**config.mk**
```make
export PLATFORM = sky130hd
export DESIGN_NAME = bap_port
export DESIGN_NICKNAME = d
export VERILOG_FILES = /design/src/design/bap_unused_guard_none.sv /design/src/design/bap_pkg.sv /design/src/design/bap_fifo.sv /design/src/design/bap_port.sv
export VERILOG_INCLUDE_DIRS = /design/src /design/src/design
export SDC_FILE = /design/constraint.sdc
export NUM_CORES = 1
export LEC_CHECK = 0
export ABC_AREA = 0
export BUFFER_PORTS_ARGS = -buffer_cell sky130_fd_sc_hd__buf_2
export CAP_MARGIN = 5
export CORE_MARGIN = 3
export CORE_UTILIZATION = 60
export DETAILED_ROUTE_END_ITERATION = 8
export PLACE_DENSITY = 0.77
export SLEW_MARGIN = 10
export SYNTH_ARGS = -nofsm -noshare
export SYNTH_HDL_FRONTEND = slang
export SYNTH_SLANG_ARGS = --single-unit
```
**constraint.sdc**
```tcl
create_clock -name clk -period 8 [get_ports clk]
set_input_delay 0.4 -clock clk [delete_from_list [all_inputs] [get_ports clk]]
set_output_delay 0.4 -clock clk [all_outputs]
set_load 0.02 [all_outputs]
```
**src/design/bap_consts.svh**
```systemverilog
`ifndef BAP_CONSTS_SVH
`define BAP_CONSTS_SVH

`define BAP_CLK_HZ 28'h5F5_E100
`define BAP_REF_HZ 28'h1E8_4800
`define BAP_DIV_DEN 28'h000_0FA0
`define BAP_ACC_W 28
`define BAP_DIV_MIN 9'h008
`define BAP_DIV_MAX 9'h100
`define BAP_DATA_W 16
`define BAP_SLOT_MAX 5'h10
`define BAP_SLOTS_MAX 6'h20
`define BAP_FRAME_MAX 9'h100
`define BAP_FIFO_DEPTH 16

`endif

```
**src/design/bap_unused_guard_none.sv**
```systemverilog
`default_nettype none
`default_nettype wire

```
**src/design/bap_pkg.sv**
```systemverilog
`include "bap_consts.svh"
`default_nettype none
package bap_pkg;

  // Static configuration of the port, held stable while the port is enabled.
  typedef struct packed {
    logic master;
    logic [8:0] div_n;
    logic [5:0] slots;
    logic [4:0] slot_bits;
    logic [8:0] frame_bits;
  } bap_cfg_t;

  // One audio word with the slot it belongs to, data right aligned.
  typedef struct packed {
    logic [4:0] slot;
    logic [`BAP_DATA_W-1:0] data;
  } bap_word_t;

  // Frame sequencer states, Gray along idle, data, pad.
  typedef enum logic [1:0] {
    BAP_IDLE = 2'b00,
    BAP_DATA = 2'b01,
    BAP_PAD = 2'b11
  } bap_phase_t;

  // Whole state of the port.
  typedef struct packed {
    logic clk_s1;
    logic clk_s2;
    logic clk_s3;
    logic sy_s1;
    logic sy_s2;
    logic din_s1;
    logic din_s2;
    logic drive;
    logic [`BAP_ACC_W-1:0] acc;
    logic bclk;
    logic fsync;
    logic [8:0] mcnt;
    logic sync_prev;
    bap_phase_t phase;
    logic [4:0] bis;
    logic [4:0] sidx;
    logic [`BAP_DATA_W-1:0] tx_sh;
    logic dout;
    logic [`BAP_DATA_W-1:0] rx_sh;
    logic rx_push;
    bap_word_t rx_word;
    logic overrun;
    logic underrun;
  } bap_state_t;

endpackage : bap_pkg
`default_nettype wire

```
**src/design/bap_fifo.sv**
```systemverilog
`default_nettype none
module bap_fifo #(
  parameter int WIDTH = 21,
  parameter int DEPTH = 16
) (
  input wire logic clk,
  input wire logic reset_n,
  input wire logic ce,
  input wire logic in_valid,
  input wire logic [WIDTH-1:0] in_data,
  output logic in_ready,
  output logic out_valid,
  output logic [WIDTH-1:0] out_data,
  input wire logic out_ready
);
  localparam int AW = $clog2(DEPTH);

  // Storage plus a registered output stage, so read data leave a flop.
  typedef struct packed {
    logic [DEPTH-1:0][WIDTH-1:0] mem;
    logic [AW-1:0] wp;
    logic [AW-1:0] rp;
    logic [AW:0] cnt;
    logic ov;
    logic [WIDTH-1:0] od;
  } bap_fifo_state_t;

  bap_fifo_state_t q;
  bap_fifo_state_t d;
  logic push;
  logic pop;

  // Depth must be a power of two so the pointers wrap by themselves.
  if (DEPTH < 2 || (DEPTH & (DEPTH - 1)) != 0 || WIDTH < 1)
  begin : g_bad
    $error("bap_fifo: DEPTH must be a power of two of at least 2");
  end

  assign in_ready = (q.cnt != (AW+1)'(DEPTH));
  assign out_valid = q.ov;
  assign out_data = q.od;

  // Write side and the refill of the output stage from storage.
  always_comb
  begin
    d = q;
    push = in_valid & in_ready;
    pop = 1'b0;
    if (push)
    begin
      d.mem[q.wp] = in_data;
      d.wp = q.wp + 1'b1;
    end
    if ((!q.ov || out_ready) && q.cnt != '0)
    begin
      pop = 1'b1;
      d.od = q.mem[q.rp];
      d.rp = q.rp + 1'b1;
      d.ov = 1'b1;
    end
    else if (out_ready)
    begin
      d.ov = 1'b0;
    end
    d.cnt = q.cnt + (AW+1)'(push) - (AW+1)'(pop);
  end

  // The clock enable freezes storage and pointers alike.
  always_ff @(posedge clk or negedge reset_n)
  begin
    if (!reset_n)
    begin
      q <= '0;
    end
    else if (ce)
    begin
      q <= d;
    end
  end
endmodule : bap_fifo
`default_nettype wire

```
**src/design/bap_port.sv**
```systemverilog
`include "bap_consts.svh"
`default_nettype none
module bap_port #(
  parameter int FIFO_DEPTH = `BAP_FIFO_DEPTH
) (
  input wire logic clk,
  input wire logic reset_n,
  input wire logic ce,
  input wire logic enable,
  input wire bap_pkg::bap_cfg_t cfg,
  input wire logic bclk_i,
  output logic bclk_o,
  output logic bclk_oe,
  input wire logic fsync_i,
  output logic fsync_o,
  output logic fsync_oe,
  input wire logic din_i,
  output logic dout_o,
  input wire logic tx_valid,
  input wire logic [`BAP_DATA_W-1:0] tx_data,
  output logic tx_ready,
  output logic rx_valid,
  output bap_pkg::bap_word_t rx_data,
  input wire logic rx_ready,
  output logic rx_overrun,
  output logic tx_underrun
);
  localparam int WORD_W = $bits(bap_pkg::bap_word_t);

  // Accumulator step per unit of N: two clock edges per bit clock period.
  localparam logic [`BAP_ACC_W-1:0] STEP_PER_N =
    `BAP_ACC_W'((`BAP_REF_HZ + `BAP_REF_HZ) / `BAP_DIV_DEN);

  // Largest accumulator step that the divider setting can ask for.
  localparam logic [`BAP_ACC_W-1:0] STEP_MAX =
    `BAP_ACC_W'(STEP_PER_N * `BAP_DIV_MAX);

  // How a frame runs through this port, one bit clock at a time.
  // The bit clock is either made here from the accumulator or taken from
  // the pin, and both paths end in one pair of strobes, rise and fall, so
  // the sequencer below never knows which side is the bus master.
  // On a fall the sync level is compared with the level of the previous
  // fall; a low to high step marks the start of a frame and resets the
  // slot and bit counters wherever they stood.
  // The first data bit leaves on the rise after that fall and is sampled
  // back on the fall that follows, so every slot spans exactly slot_bits
  // bit clocks with the most significant bit first.
  // Once the last slot is done the data line stays low until the next
  // sync; a frame longer than its slots is simply padded.
  // Received words leave through the buffer; when it is full the word is
  // dropped and a one-cycle overrun pulse tells the user side.
  // The trade-off of the fractional divider is a one-cycle jitter on each
  // edge, which keeps the mean rate exact for every N without a PLL.

  bap_pkg::bap_state_t q;
  bap_pkg::bap_state_t d;
  logic rise;
  logic fall;
  logic sync_now;
  logic fifo_in_ready;
  logic [`BAP_ACC_W-1:0] step;
  logic [`BAP_ACC_W-1:0] sum;
  logic [`BAP_DATA_W-1:0] sh;
  logic [`BAP_DATA_W-1:0] rxv;

  // The receive buffer needs room for at least two words to be useful.
  if (FIFO_DEPTH < 2)
  begin : g_bad
    $error("bap_port: FIFO_DEPTH must be at least 2");
  end

  // One step must stay below a whole system clock, or a toggle is lost.
  if (STEP_MAX >= `BAP_CLK_HZ)
  begin : g_bad_step
    $error("bap_port: bit clock step too large for the system clock");
  end

  // The accumulator must hold the clock rate plus the largest step.
  if (int'(`BAP_CLK_HZ) + int'(STEP_MAX) >= (1 << `BAP_ACC_W))
  begin : g_bad_acc
    $error("bap_port: accumulator too narrow for the divider");
  end

  // The shift registers must hold the longest slot.
  if (`BAP_DATA_W < int'(`BAP_SLOT_MAX))
  begin : g_bad_data
    $error("bap_port: data width below the longest slot");
  end

  // The slot index must count every slot of the widest frame.
  if ((1 << $bits(q.sidx)) < int'(`BAP_SLOTS_MAX))
  begin : g_bad_slots
    $error("bap_port: slot index too narrow");
  end

  // The frame counter must reach the longest frame.
  if ((1 << $bits(q.mcnt)) <= int'(`BAP_FRAME_MAX))
  begin : g_bad_frame
    $error("bap_port: frame counter too narrow");
  end

  // Pins facing the bus come straight from flops.
  assign bclk_o = q.bclk;
  assign fsync_o = q.fsync;
  assign bclk_oe = q.drive;
  assign fsync_oe = q.drive;
  assign dout_o = q.dout;
  assign rx_overrun = q.overrun;
  assign tx_underrun = q.underrun;

  // Next state of the whole port.
  always_comb
  begin
    d = q;
    d.rx_push = 1'b0;
    d.overrun = 1'b0;
    d.underrun = 1'b0;
    tx_ready = 1'b0;
    rise = 1'b0;
    fall = 1'b0;
    sh = q.tx_sh;
    rxv = {q.rx_sh[`BAP_DATA_W-2:0], q.din_s2};
    step = STEP_PER_N * `BAP_ACC_W'(cfg.div_n);
    sum = q.acc + step;

    // Pins from the other side pass two flops before any use.
    d.clk_s1 = bclk_i;
    d.clk_s2 = q.clk_s1;
    d.clk_s3 = q.clk_s2;
    d.sy_s1 = fsync_i;
    d.sy_s2 = q.sy_s1;
    d.din_s1 = din_i;
    d.din_s2 = q.din_s1;

    // A push the buffer could not take is lost and reported once.
    d.overrun = q.rx_push & ~fifo_in_ready;
    d.drive = enable & cfg.master;

    if (!enable)
    begin
      // Parked: no clock, no sync, quiet data line.
      d.acc = '0;
      d.bclk = 1'b0;
      d.fsync = 1'b0;
      d.mcnt = '0;
      d.sync_prev = 1'b0;
      d.phase = bap_pkg::BAP_IDLE;
      d.dout = 1'b0;
    end
    else
    begin
      if (cfg.master)
      begin
        // Fractional divider; each wrap toggles the bit clock, so the edge
        // spacing jitters by one system clock but the mean rate is exact.
        if (sum >= `BAP_CLK_HZ)
        begin
          d.acc = sum - `BAP_CLK_HZ;
          d.bclk = ~q.bclk;
          rise = ~q.bclk;
          fall = q.bclk;
        end
        else
        begin
          d.acc = sum;
        end
      end
      else
      begin
        // Edges found on synchronised levels; a slow outside clock gives
        // many system clocks per half period, so no edge is missed.
        rise = q.clk_s2 & ~q.clk_s3;
        fall = ~q.clk_s2 & q.clk_s3;
      end

      // Long sync: high for the first slot of each master frame.
      if (rise && cfg.master)
      begin
        d.fsync = (q.mcnt < {4'h0, cfg.slot_bits}) &&
                  (q.mcnt < cfg.frame_bits - 9'h001);
        if (q.mcnt >= cfg.frame_bits - 9'h001)
        begin
          d.mcnt = '0;
        end
        else
        begin
          d.mcnt = q.mcnt + 9'h001;
        end
      end

      // Transmit: a new bit leaves on each rising edge inside the slots.
      if (rise)
      begin
        if (q.phase == bap_pkg::BAP_DATA)
        begin
          if (q.bis == '0)
          begin
            if (tx_valid)
            begin
              tx_ready = 1'b1;
              sh = tx_data << (`BAP_SLOT_MAX - cfg.slot_bits);
            end
            else
            begin
              d.underrun = 1'b1;
              sh = '0;
            end
          end
          d.dout = sh[`BAP_DATA_W-1];
          d.tx_sh = sh << 1;
        end
        else
        begin
          d.dout = 1'b0;
        end
      end

      // Receive and sync detection on the falling edge.
      if (fall)
      begin
        d.sync_prev = sync_now;
        if (sync_now && !q.sync_prev)
        begin
          // A fresh sync restarts the frame wherever it stood.
          d.phase = bap_pkg::BAP_DATA;
          d.bis = '0;
          d.sidx = '0;
          d.rx_sh = '0;
        end
        else
        begin
          unique case (q.phase)
            bap_pkg::BAP_IDLE,
            bap_pkg::BAP_PAD:
            begin
              d.phase = q.phase;
            end
            bap_pkg::BAP_DATA:
            begin
              d.rx_sh = rxv;
              if (q.bis == cfg.slot_bits - 5'h01)
              begin
                d.rx_push = 1'b1;
                d.rx_word.slot = q.sidx;
                d.rx_word.data = rxv;
                d.rx_sh = '0;
                d.bis = '0;
                if (q.sidx == 5'(cfg.slots - 6'h01))
                begin
                  d.phase = bap_pkg::BAP_PAD;
                end
                else
                begin
                  d.sidx = q.sidx + 5'h01;
                end
              end
              else
              begin
                d.bis = q.bis + 5'h01;
              end
            end
            default:
            begin
              d.phase = bap_pkg::BAP_IDLE;
            end
          endcase
        end
      end
    end
  end

  // The sync seen on a falling edge is our own as master, the pin as slave.
  assign sync_now = cfg.master ? q.fsync : q.sy_s2;

  // One register for all state; the clock enable freezes everything.
  always_ff @(posedge clk or negedge reset_n)
  begin
    if (!reset_n)
    begin
      q <= '0;
    end
    else if (ce)
    begin
      q <= d;
    end
  end

  // Received words wait here until the user side takes them.
  bap_fifo #(
    .WIDTH(WORD_W),
    .DEPTH(FIFO_DEPTH)
  ) u_rx_fifo (
    .clk(clk),
    .reset_n(reset_n),
    .ce(ce),
    .in_valid(q.rx_push),
    .in_data(q.rx_word),
    .in_ready(fifo_in_ready),
    .out_valid(rx_valid),
    .out_data(rx_data),
    .out_ready(rx_ready)
  );
endmodule : bap_port
`default_nettype wire

```
## Word level (Yosys, flattened, before mapping)

Index checks and enable logic that the tools add are counted.

- Flip-flop bits (word level): 486
- Input port bits: 55
- Output and inout bits: 30
- Word-level logic and storage cells: 170

- Add/subtract/negate cells: 13
- Multipliers: 1
- Magnitude comparators: 7
- Equal/unequal tests: 14
- Shift-type cells: 1
- Mux-type cells: 51
- Bitwise gates (word level): 10
- Reductions and logical operators: 28

Operator list:

| operator | number |
|---|---|
| $bwmux 336 | 1 |
| $bmux 21 s4 | 1 |
| $demux 21 s4 | 1 |
| $mux 37 | 2 |
| $mux 22 | 3 |
| $mux 21 | 2 |
| $mux 42 | 1 |
| $mux 16 | 2 |
| $mux 29 | 1 |
| $add 28x23->28 | 1 |
| $ge 28x27->1 const B | 1 |
| $mux 28 | 1 |
| $sub 28x27->28 const B | 1 |
| $mux 1 | 24 |
| $mux 10 | 2 |
| $mul 7x9->16 const A | 1 |
| $shl 16x5->16 | 1 |
| $mux 15 | 1 |
| $mux 5 | 3 |
| $reduce_and 2->1 | 7 |
| $mux 13 | 1 |
| $mux 12 | 1 |
| $reduce_and 6->1 | 2 |
| $add 5x1->5 const B | 2 |
| 36 further kinds | 62 |

## Longest topological paths before layout

Gate-level depths: netlist (run 1).

- Depth after elaboration: 9
- Depth in mapped cells: 31

## Hierarchy

A second synthesis (run 1) with hierarchy kept.

- Cell total of the unflattened synthesis: 2040
- Area total of the unflattened synthesis: 26128.8 um^2

Modules (own cells, without submodules):

| module | instances | cells each | area each (um^2) | seq. area each (um^2) |
|---|---|---|---|---|
| bap_fifo | 1 | 1066 | 17179.0 | 9283.9 |
| bap_port | 1 | 974 | 8949.8 | 2702.6 |

## Worst setup path after synthesis (run 1)

Ideal clock, no wire load.

- Kind: input to output
- From: input port cfg[20] (netlist name)
- To: output port tx_ready
- Arrival: 6.574 ns
- Slack: 1.026 ns
- Stages: 29
- Buffers on the path: 1
- Cell sequence: fa_1 > xor2_1 > ha_1 > inv_1 > fa_1 > fa_1 > inv_1 > ha_1 > o21ai_0 > a21boi_0 > o21ai_0 > nand2_1 > a21o_1 > a21oi_1 > a2bb2oi_1 > nor2b_1 > xnor2_1 > ha_1 > buf_2 > o21ai_0 > a21oi_1 > nor2_1 > o31a_1 > o311a_4 > o211ai_2 > a31oi_1 > o21a_1 > or2_2 > nor2_1

- Word-level cells in the longest chain between the ends: 8

Ends and longest elaborated chain:

| element | RTL line | source |
|---|---|---|
| from (decl) | bap_port.sv:10 | `input wire bap_pkg::bap_cfg_t cfg,` |
| $mul 7x9->16 | bap_port.sv:123 | `` step = STEP_PER_N * `BAP_ACC_W'(cfg.div_n); `` |
| $add 28x23->28 | bap_port.sv:124 | `sum = q.acc + step;` |
| $ge 28x27->1 (no line) | n/a |  |
| $mux 1 | bap_port.sv:156 | `` if (sum >= `BAP_CLK_HZ) `` |
| $mux 1 | bap_port.sv:152 | `if (cfg.master)` |
| $mux 1 | bap_port.sv:139 | `if (!enable)` |
| $mux 1 | bap_port.sv:192 | `if (rise)` |
| $mux 1 | bap_port.sv:139 |  |
| to (decl) | bap_port.sv:21 | `output logic tx_ready,` |

No other way between the ends. The select of a mux whose other input is x is not followed.

## Worst setup path after layout (run 1)

Ends and elaborated chain as after synthesis.

==> results.toml, run 1 <==
[outcome]
status = "finished, final reports clean"

[cells_and_area]
syn_to_final_growth_pct = 9.637
finalInstanceArea_mm2 = 0.02858
diodes = 0
final_cell_count_no_fill = 2669
nets = 2226
drive_above_1_share_pct = 36.23

[placed_design]
placed_area_mm2 = 0.02684
placed_cells = 2578
hpwl_um = 36250
port_buffers = 83
dp_slack_ns = 0.2649
place.gp.congestion = 0.8598

[clock_network]
max-clock-path-buffers = 3
htree_levels = 2
clkTransAtPathRegs_ns = 0.06
clock_sinks = 479
cts_buffers = 49
clock-root-buffer = "clkbuf_16"
cts_tree = "done"
insertion_delay_ns = 0.59

[yosys]
synth_edf_count = 0
syn_area_mm2 = 0.02607
synth_async_sr_flop_share_pct = 100.0
yosysUniqueCellTypes = 88
ys_seq_area_share_pct = 45.98
netlist_instances = 2042
syn_avg_cell_area_um2 = 12.77
ys.flop_type = "dfrtp_1"
synth-seq-cells = 479
synth_warnings = 0
syn_nets = 2214

[floorplan]
num_io_pins = 85
dieArea_mm2 = 0.04599
die_x_um = 214.4
core_area_mm2 = 0.04242
row_count = 75
start_util_pct = 61.46
die_height_um = 214.4

[setup_path]
cpPeakStageDelay_ns = 0.62
slowest_stage = "fa_1"
end_kind = "output pin"
crit_type = "in2out"
worstPathRequired_ns = 7.60
critical_path_arrival_ns = 7.12
start_kind = "input pin"
critPathMaxFanout = 10

[global_routing]
met2_usage_pct = 42.37
grt-ovfl-total = 0
use_met3_pct = 3.613
antenna_found_initial = 0
grt_max_degree = 195
grt_pass1_wl_um = 92270
use_met1_pct = 33.96
grt_pass1_vias = 17060
grtUsageTotal_pct = 24.81
top_usage_layer = "met2"

[job]
maxCapViolCount = 0

[route]
vias = 16360
avgRoutedWirePerCell_um = 21.22
post-route-drc-count = 0
drtPass1Iterations = 5
routed_via_density = 6.130
wl_um = 56640
ant_nets = 0
drt_iter0_drc = 1106

[sta]
finalSetupViolCount = 0
setup_tns_ns = 0
relSlewSlack_pct = 29.64
fmax_mhz = 133.0
skew_ns = 0.02101
rsz0062_at_grt = "no"
worst_pin_slew_ns = 1.055
fin_ws_ns = 0.4833
hold_viol = 0
fin_crit_sh_pct = 93.96
min_period_ns = 7.517
holdWs_ns = 0.05401
slew_viol_final = 0

[power_and_ir_drop]
sw_frac_of_total_pct = 37.10
powerDensity_mw_per_mm2 = 292.9
power.switching_mw = 3.106
clkPwrFrac_pct = 28.3
power.internal_mw = 5.266
seqPwrFrac_pct = 33.8
ir_drop_v = 0.0003435
p_leak_nw = 13.58
power_frac_comb_pct = 37.9

[hold_path]
hold_path.class = "in2reg"
## cells in the final DEF (no fill, tap or decap), types with 8 or more instances in the layout
cell type	instances
a211oi_1	8
mux4_2	113
buf_4	26
nand2_1	74
ha_1	88
clkbuf_8	11
dfrtp_1	476
o21ai_1	8
mux2_4	19
xnor2_1	55
nand3_1	44
mux2i_1	10
nand4_1	13
buf_2	82
mux2_2	372
xor2_1	22
nor2b_1	19
fa_1	27
a22o_1	11
a21oi_1	67
clkbuf_16	49
o31ai_1	12
o21ai_0	58
a21o_1	13
clkbuf_1	11
nand2b_1	12
o211ai_1	12
inv_1	102
and2_1	13
nor2_1	75
nor3_1	19
nor2_2	12
and3_1	11
## synth_stat cells, types with 4 or more instances
library cell	instances	share of area, %
dfrtp_1	479	46
a21oi_2	5	0.17
o211ai_1	12	0.35
buf_2	11	0.21
a22oi_1	7	0.20
a211oi_2	4	0.19
nor4_1	5	0.12
nor3b_1	4	0.12
buf_4	28	0.81
nor2b_1	19	0.46
a22o_1	11	0.37
nand2_1	74	1.1
nand4_1	13	0.31
nand2b_1	12	0.29
a21o_1	13	0.37
or3_1	4	0.096
xnor2_1	55	1.8
o21ai_0	59	1.1
a211oi_1	8	0.23
mux2_4	19	1.1
xor2_1	22	0.74
ha_1	90	4.3
nand3_1	44	0.84
nor3_1	23	0.44
and2_1	13	0.31
fa_1	27	2.1
inv_1	102	1.5
mux2i_1	10	0.38
mux2_2	372	16
buf_1	56	0.81
o21a_1	5	0.14
clkbuf_1	52	0.75
and3_1	11	0.26
a31oi_1	4	0.096
buf_6	5	0.22
nor2_1	87	1.3
a21oi_1	69	1.3
o31ai_1	12	0.35
o22ai_1	4	0.096
o21ai_1	7	0.13
mux4_2	113	9.8
## repair_timing
item | 4_1_cts | 5_1_grt
resized for setup | 0 | 7
hold endpoints to repair | 120 | 0
setup buffers | 0 | 1
hold buffers | 1 | 0
setup endpoints to repair | 0 | 1
## cells by family after synthesis
logic type                 Yosys count  share of synthesized area (%)
and+or+nand+nor                    333                          6.503
DFF                                479                          45.98
xor gates and xnor gates            77                          2.587
adders and majority gates          117                          6.393
buffers and inverters              257                          4.310
AOI/OAI and AO/OA                  265                          6.921
muxes                              514                          27.31
## metrics by stage
| stage | util [%] | total power, mW |
|---|---|---|
| finish | 67.39 | 8.372 |
| global route | 67.39 | 8.875 |
| CTS | 67.28 | 8.355 |
| detailed placement | 63.28 | 5.967 |
| global placement | 63.28 | 5.893 |
| floorplan | - | 5.285 |
## power by group through the flow
stage          sequential, mW  combinational [mW]  clock [mW]
6_report                 2.83                3.17        2.37
5_1_grt                  2.86                3.50        2.51
4_1_cts                  2.84                3.11        2.41
3_5_place_dp             2.88                3.09           0
3_3_place_gp             2.87                3.02           0
2_1_floorplan            2.69                2.59           0
## worst max-delay path: cells and delay by family
family                   cells  cell delay (ns)
XOR/XNOR                     2             0.27
AO/OA/AOI/OAI               13             2.66
adder cells (fa/ha/maj)      6             2.56
AND/OR/NAND/NOR              5             0.78
buffers and inverters        4             0.43
## per-layer routing
metal | wire [µm] | up-vias
li1 | - | 7374
met3 | 2422 | 93
met4 | 1277 | 0
met5 | 0 | -
met2 | 28120 | 381
met1 | 24820 | 8513
## sequential cells by signal, indices dropped and copies added, names as in the netlist
name / flops
bclk_oe: 1
tx_underrun: 1
bclk_o: 1
u_rx_fifo.out_valid: 1
dout_o: 1
u_rx_fifo.out_data: 21
fsync_o: 1
u_rx_fifo.q: 349
rx_overrun: 1
d: 4
q: 98
## path summary, 6_finish.rpt
check | cells past startpoint | slack, ns | from | to
worst max-delay path | 30 | 0.48 | cfg[20] | tx_ready
worst min-delay path | 2 | 0.05 | fsync_i | d[112]$_DFFE_PN0P_
worst max register to register | 13 | 3.74 | q[88]$_DFFE_PN0P_ | q[22]$_DFFE_PN0P_
worst min register to register | 2 | 0.50 | q[91]$_DFFE_PN0P_ | q[91]$_DFFE_PN0P_
max in group asynchronous | 3 | 5.93 | reset_n | u_rx_fifo.q[275]$_DFFE_PN0P_
min in group asynchronous | 2 | 0.50 | reset_n | u_rx_fifo.q[304]$_DFFE_PN0P_
## cell type report
class,count,area (µm²)
well taps,577,721.9
clock inverters,18,267.8
fillers,3073,13830
inverters,103,386.6
flip-flops and latches,479,12000
clock buffers,71,1419
repair buffers,115,730.7
multi-input cells,1306,13060
Note: power is estimated with default switching activity, not from simulation.
==> run 2, diff against run 1 <==
--- a/config.mk
+++ b/config.mk
@@ -12,7 +12,7 @@
 export CORE_MARGIN = 3
 export CORE_UTILIZATION = 60
 export DETAILED_ROUTE_END_ITERATION = 8
-export PLACE_DENSITY = 0.77
+export PLACE_DENSITY = 0.83
 export SLEW_MARGIN = 10
 export SYNTH_ARGS = -nofsm -noshare
 export SYNTH_HDL_FRONTEND = slang
==> run 2 against run 1 <==
- combinational power about the same
- final cell count decreased by 0.11%
- first-iteration DRC count up 0.72%
- clock skew increased by 0.0073 ns
- via count up 0.82%
- routed wire length rose by 0.18%
- core utilization down 0.28 points
- maximum frequency down 0.74%
- critical path type unchanged
==> results.toml, run 2 (same netlist as run 1, synthesis figures left out) <==
[route]
vias = 16500
ant_nets = 0
drtPass1Iterations = 5
wl_um = 56740
post-route-drc-count = 0
drt_iter0_drc = 1114
avgRoutedWirePerCell_um = 21.28
routed_via_density = 6.187

[setup_path]
cpPeakStageDelay_ns = 0.61
worstPathRequired_ns = 7.60
slowest_stage = "fa_1"
critical_path_arrival_ns = 7.17
crit_type = "in2out"
start_kind = "input pin"
critPathMaxFanout = 10
reg2reg_depth = 13
end_kind = "output pin"

[clock_network]
htree_levels = 2
clock_sinks = 479
insertion_delay_ns = 0.60
cts_tree = "done"
cts_buffers = 47
clkTransAtPathRegs_ns = 0.06
max-clock-path-buffers = 3
clock-root-buffer = "clkbuf_16"

[sta]
worst_pin_slew_ns = 1.160
min_period_ns = 7.573
fin_crit_sh_pct = 94.66
hold_viol = 0
finalSetupViolCount = 0
fmax_mhz = 132.0
relSlewSlack_pct = 22.39
holdWs_ns = 0.05312
skew_ns = 0.02832
setup_tns_ns = 0
slew_viol_final = 0

[power_and_ir_drop]
power.internal_mw = 5.176
power_frac_comb_pct = 38.4
powerDensity_mw_per_mm2 = 291.6
ir_drop_v = 0.0003558
p_leak_nw = 13.54
power.switching_mw = 3.125
sw_frac_of_total_pct = 37.65
clkPwrFrac_pct = 27.4
seqPwrFrac_pct = 34.3

[placed_design]
hpwl_um = 36350
port_buffers = 83
place.gp.congestion = 0.9042

[floorplan]
core_area_mm2 = 0.04242
die_height_um = 214.4
dieArea_mm2 = 0.04599
die_x_um = 214.4
num_io_pins = 85
start_util_pct = 61.46
row_count = 75

[cells_and_area]
syn_to_final_growth_pct = 9.186
regMostFlops = "u_rx_fifo.q"
final_common_cell = "dfrtp_1"
final_cell_mix = "476 x dfrtp_1, 372 x mux2_2, 113 x mux4_2, 102 x inv_1, 87 x ha_1"
nets = 2223
largest_reg_flops = 349
drive_above_1_share_pct = 36.45

[global_routing]
grtUsageTotal_pct = 24.90
grt_pass1_vias = 17300
antenna_found_initial = 1
grt-ovfl-total = 0
grt_max_degree = 181
grt_pass1_wl_um = 92560

[outcome]
status = "finished, final reports clean"

[hold_path]
hold_path.class = "in2reg"
hold_path_depth = 2

[job]
maxCapViolCount = 0
run 2: repair_timing:
item,in CTS,in global routing
gates resized for setup,0,6
hold endpoints to repair,90,0
setup buffers,0,2
hold buffers,1,0
endpoints found under the setup margin,0,1
run 2: metrics by stage:
| stage | instance area [µm²] | power, mW | setup slack (ns) | util (%) | std cells |
|---|---|---|---|---|---|
| floorplan | 26070 | 5.285 | 1.026 | - | 2042 |
| global placement | 26800 | 5.865 | 0.4142 | 63.19 | 2576 |
| detailed placement | 26800 | 5.930 | 0.1502 | 63.19 | 2576 |
| CTS | 28420 | 8.228 | 0.2448 | 67.00 | 2663 |
| global route | 28460 | 8.790 | -0.01287 | 67.10 | 2665 |
| finish | 28460 | 8.301 | 0.4269 | 67.11 | 2666 |
run 2: power by group through the flow:
stage               clock network [mW]  registers, mW  logic, mW
finish                            2.27           2.84       3.18
global route                      2.40           2.88       3.51
CTS                               2.31           2.85       3.07
detailed placement                   0           2.89       3.04
global placement                     0           2.88       2.99
floorplan                            0           2.69       2.59
run 2: worst paths after layout:
check	from	endpoint	slack, ns
max in group asynchronous	reset_n	u_rx_fifo.q[117]$_DFFE_PN0P_	5.98
max	cfg[20]	tx_ready	0.43
max reg2reg	q[88]$_DFFE_PN0P_	q[17]$_DFFE_PN0P_	3.64
min reg2reg	q[91]$_DFFE_PN0P_	q[91]$_DFFE_PN0P_	0.50
min	din_i	d[110]$_DFFE_PN0P_	0.05
min in group asynchronous	reset_n	u_rx_fifo.out_data[15]$_DFFE_PN0P_	0.44
run 2: worst max-delay path: cells and delay by family:
kind	cells	cell delay, ns
compound gates	13	2.68
xor+xnor	2	0.26
fa+ha+maj	6	2.59
buf+inv	4	0.46
simple gates	5	0.78
run 2: routing by layer:
layer	share of wire, %	GRT usage (%)	vias up
met1	42	33.16	8543
met3	5.1	4.478	116
met5	0	0	-
met2	50	42.38	439
li1	-	-	7397
met4	2.6	7.119	0
run 2: cell type report:
class / instances / area (µm²)
Inverter: 103 / 386.6
Clock inverter: 24 / 254.0
Fill cell: 2964 / 13950
Sequential cell: 479 / 12000
Tap cell: 577 / 721.9
Timing Repair Buffer: 114 / 685.7
Antenna cell: 1 / 2.502
Clock buffer: 62 / 1354
Multi-Input combinational cell: 1306 / 13070
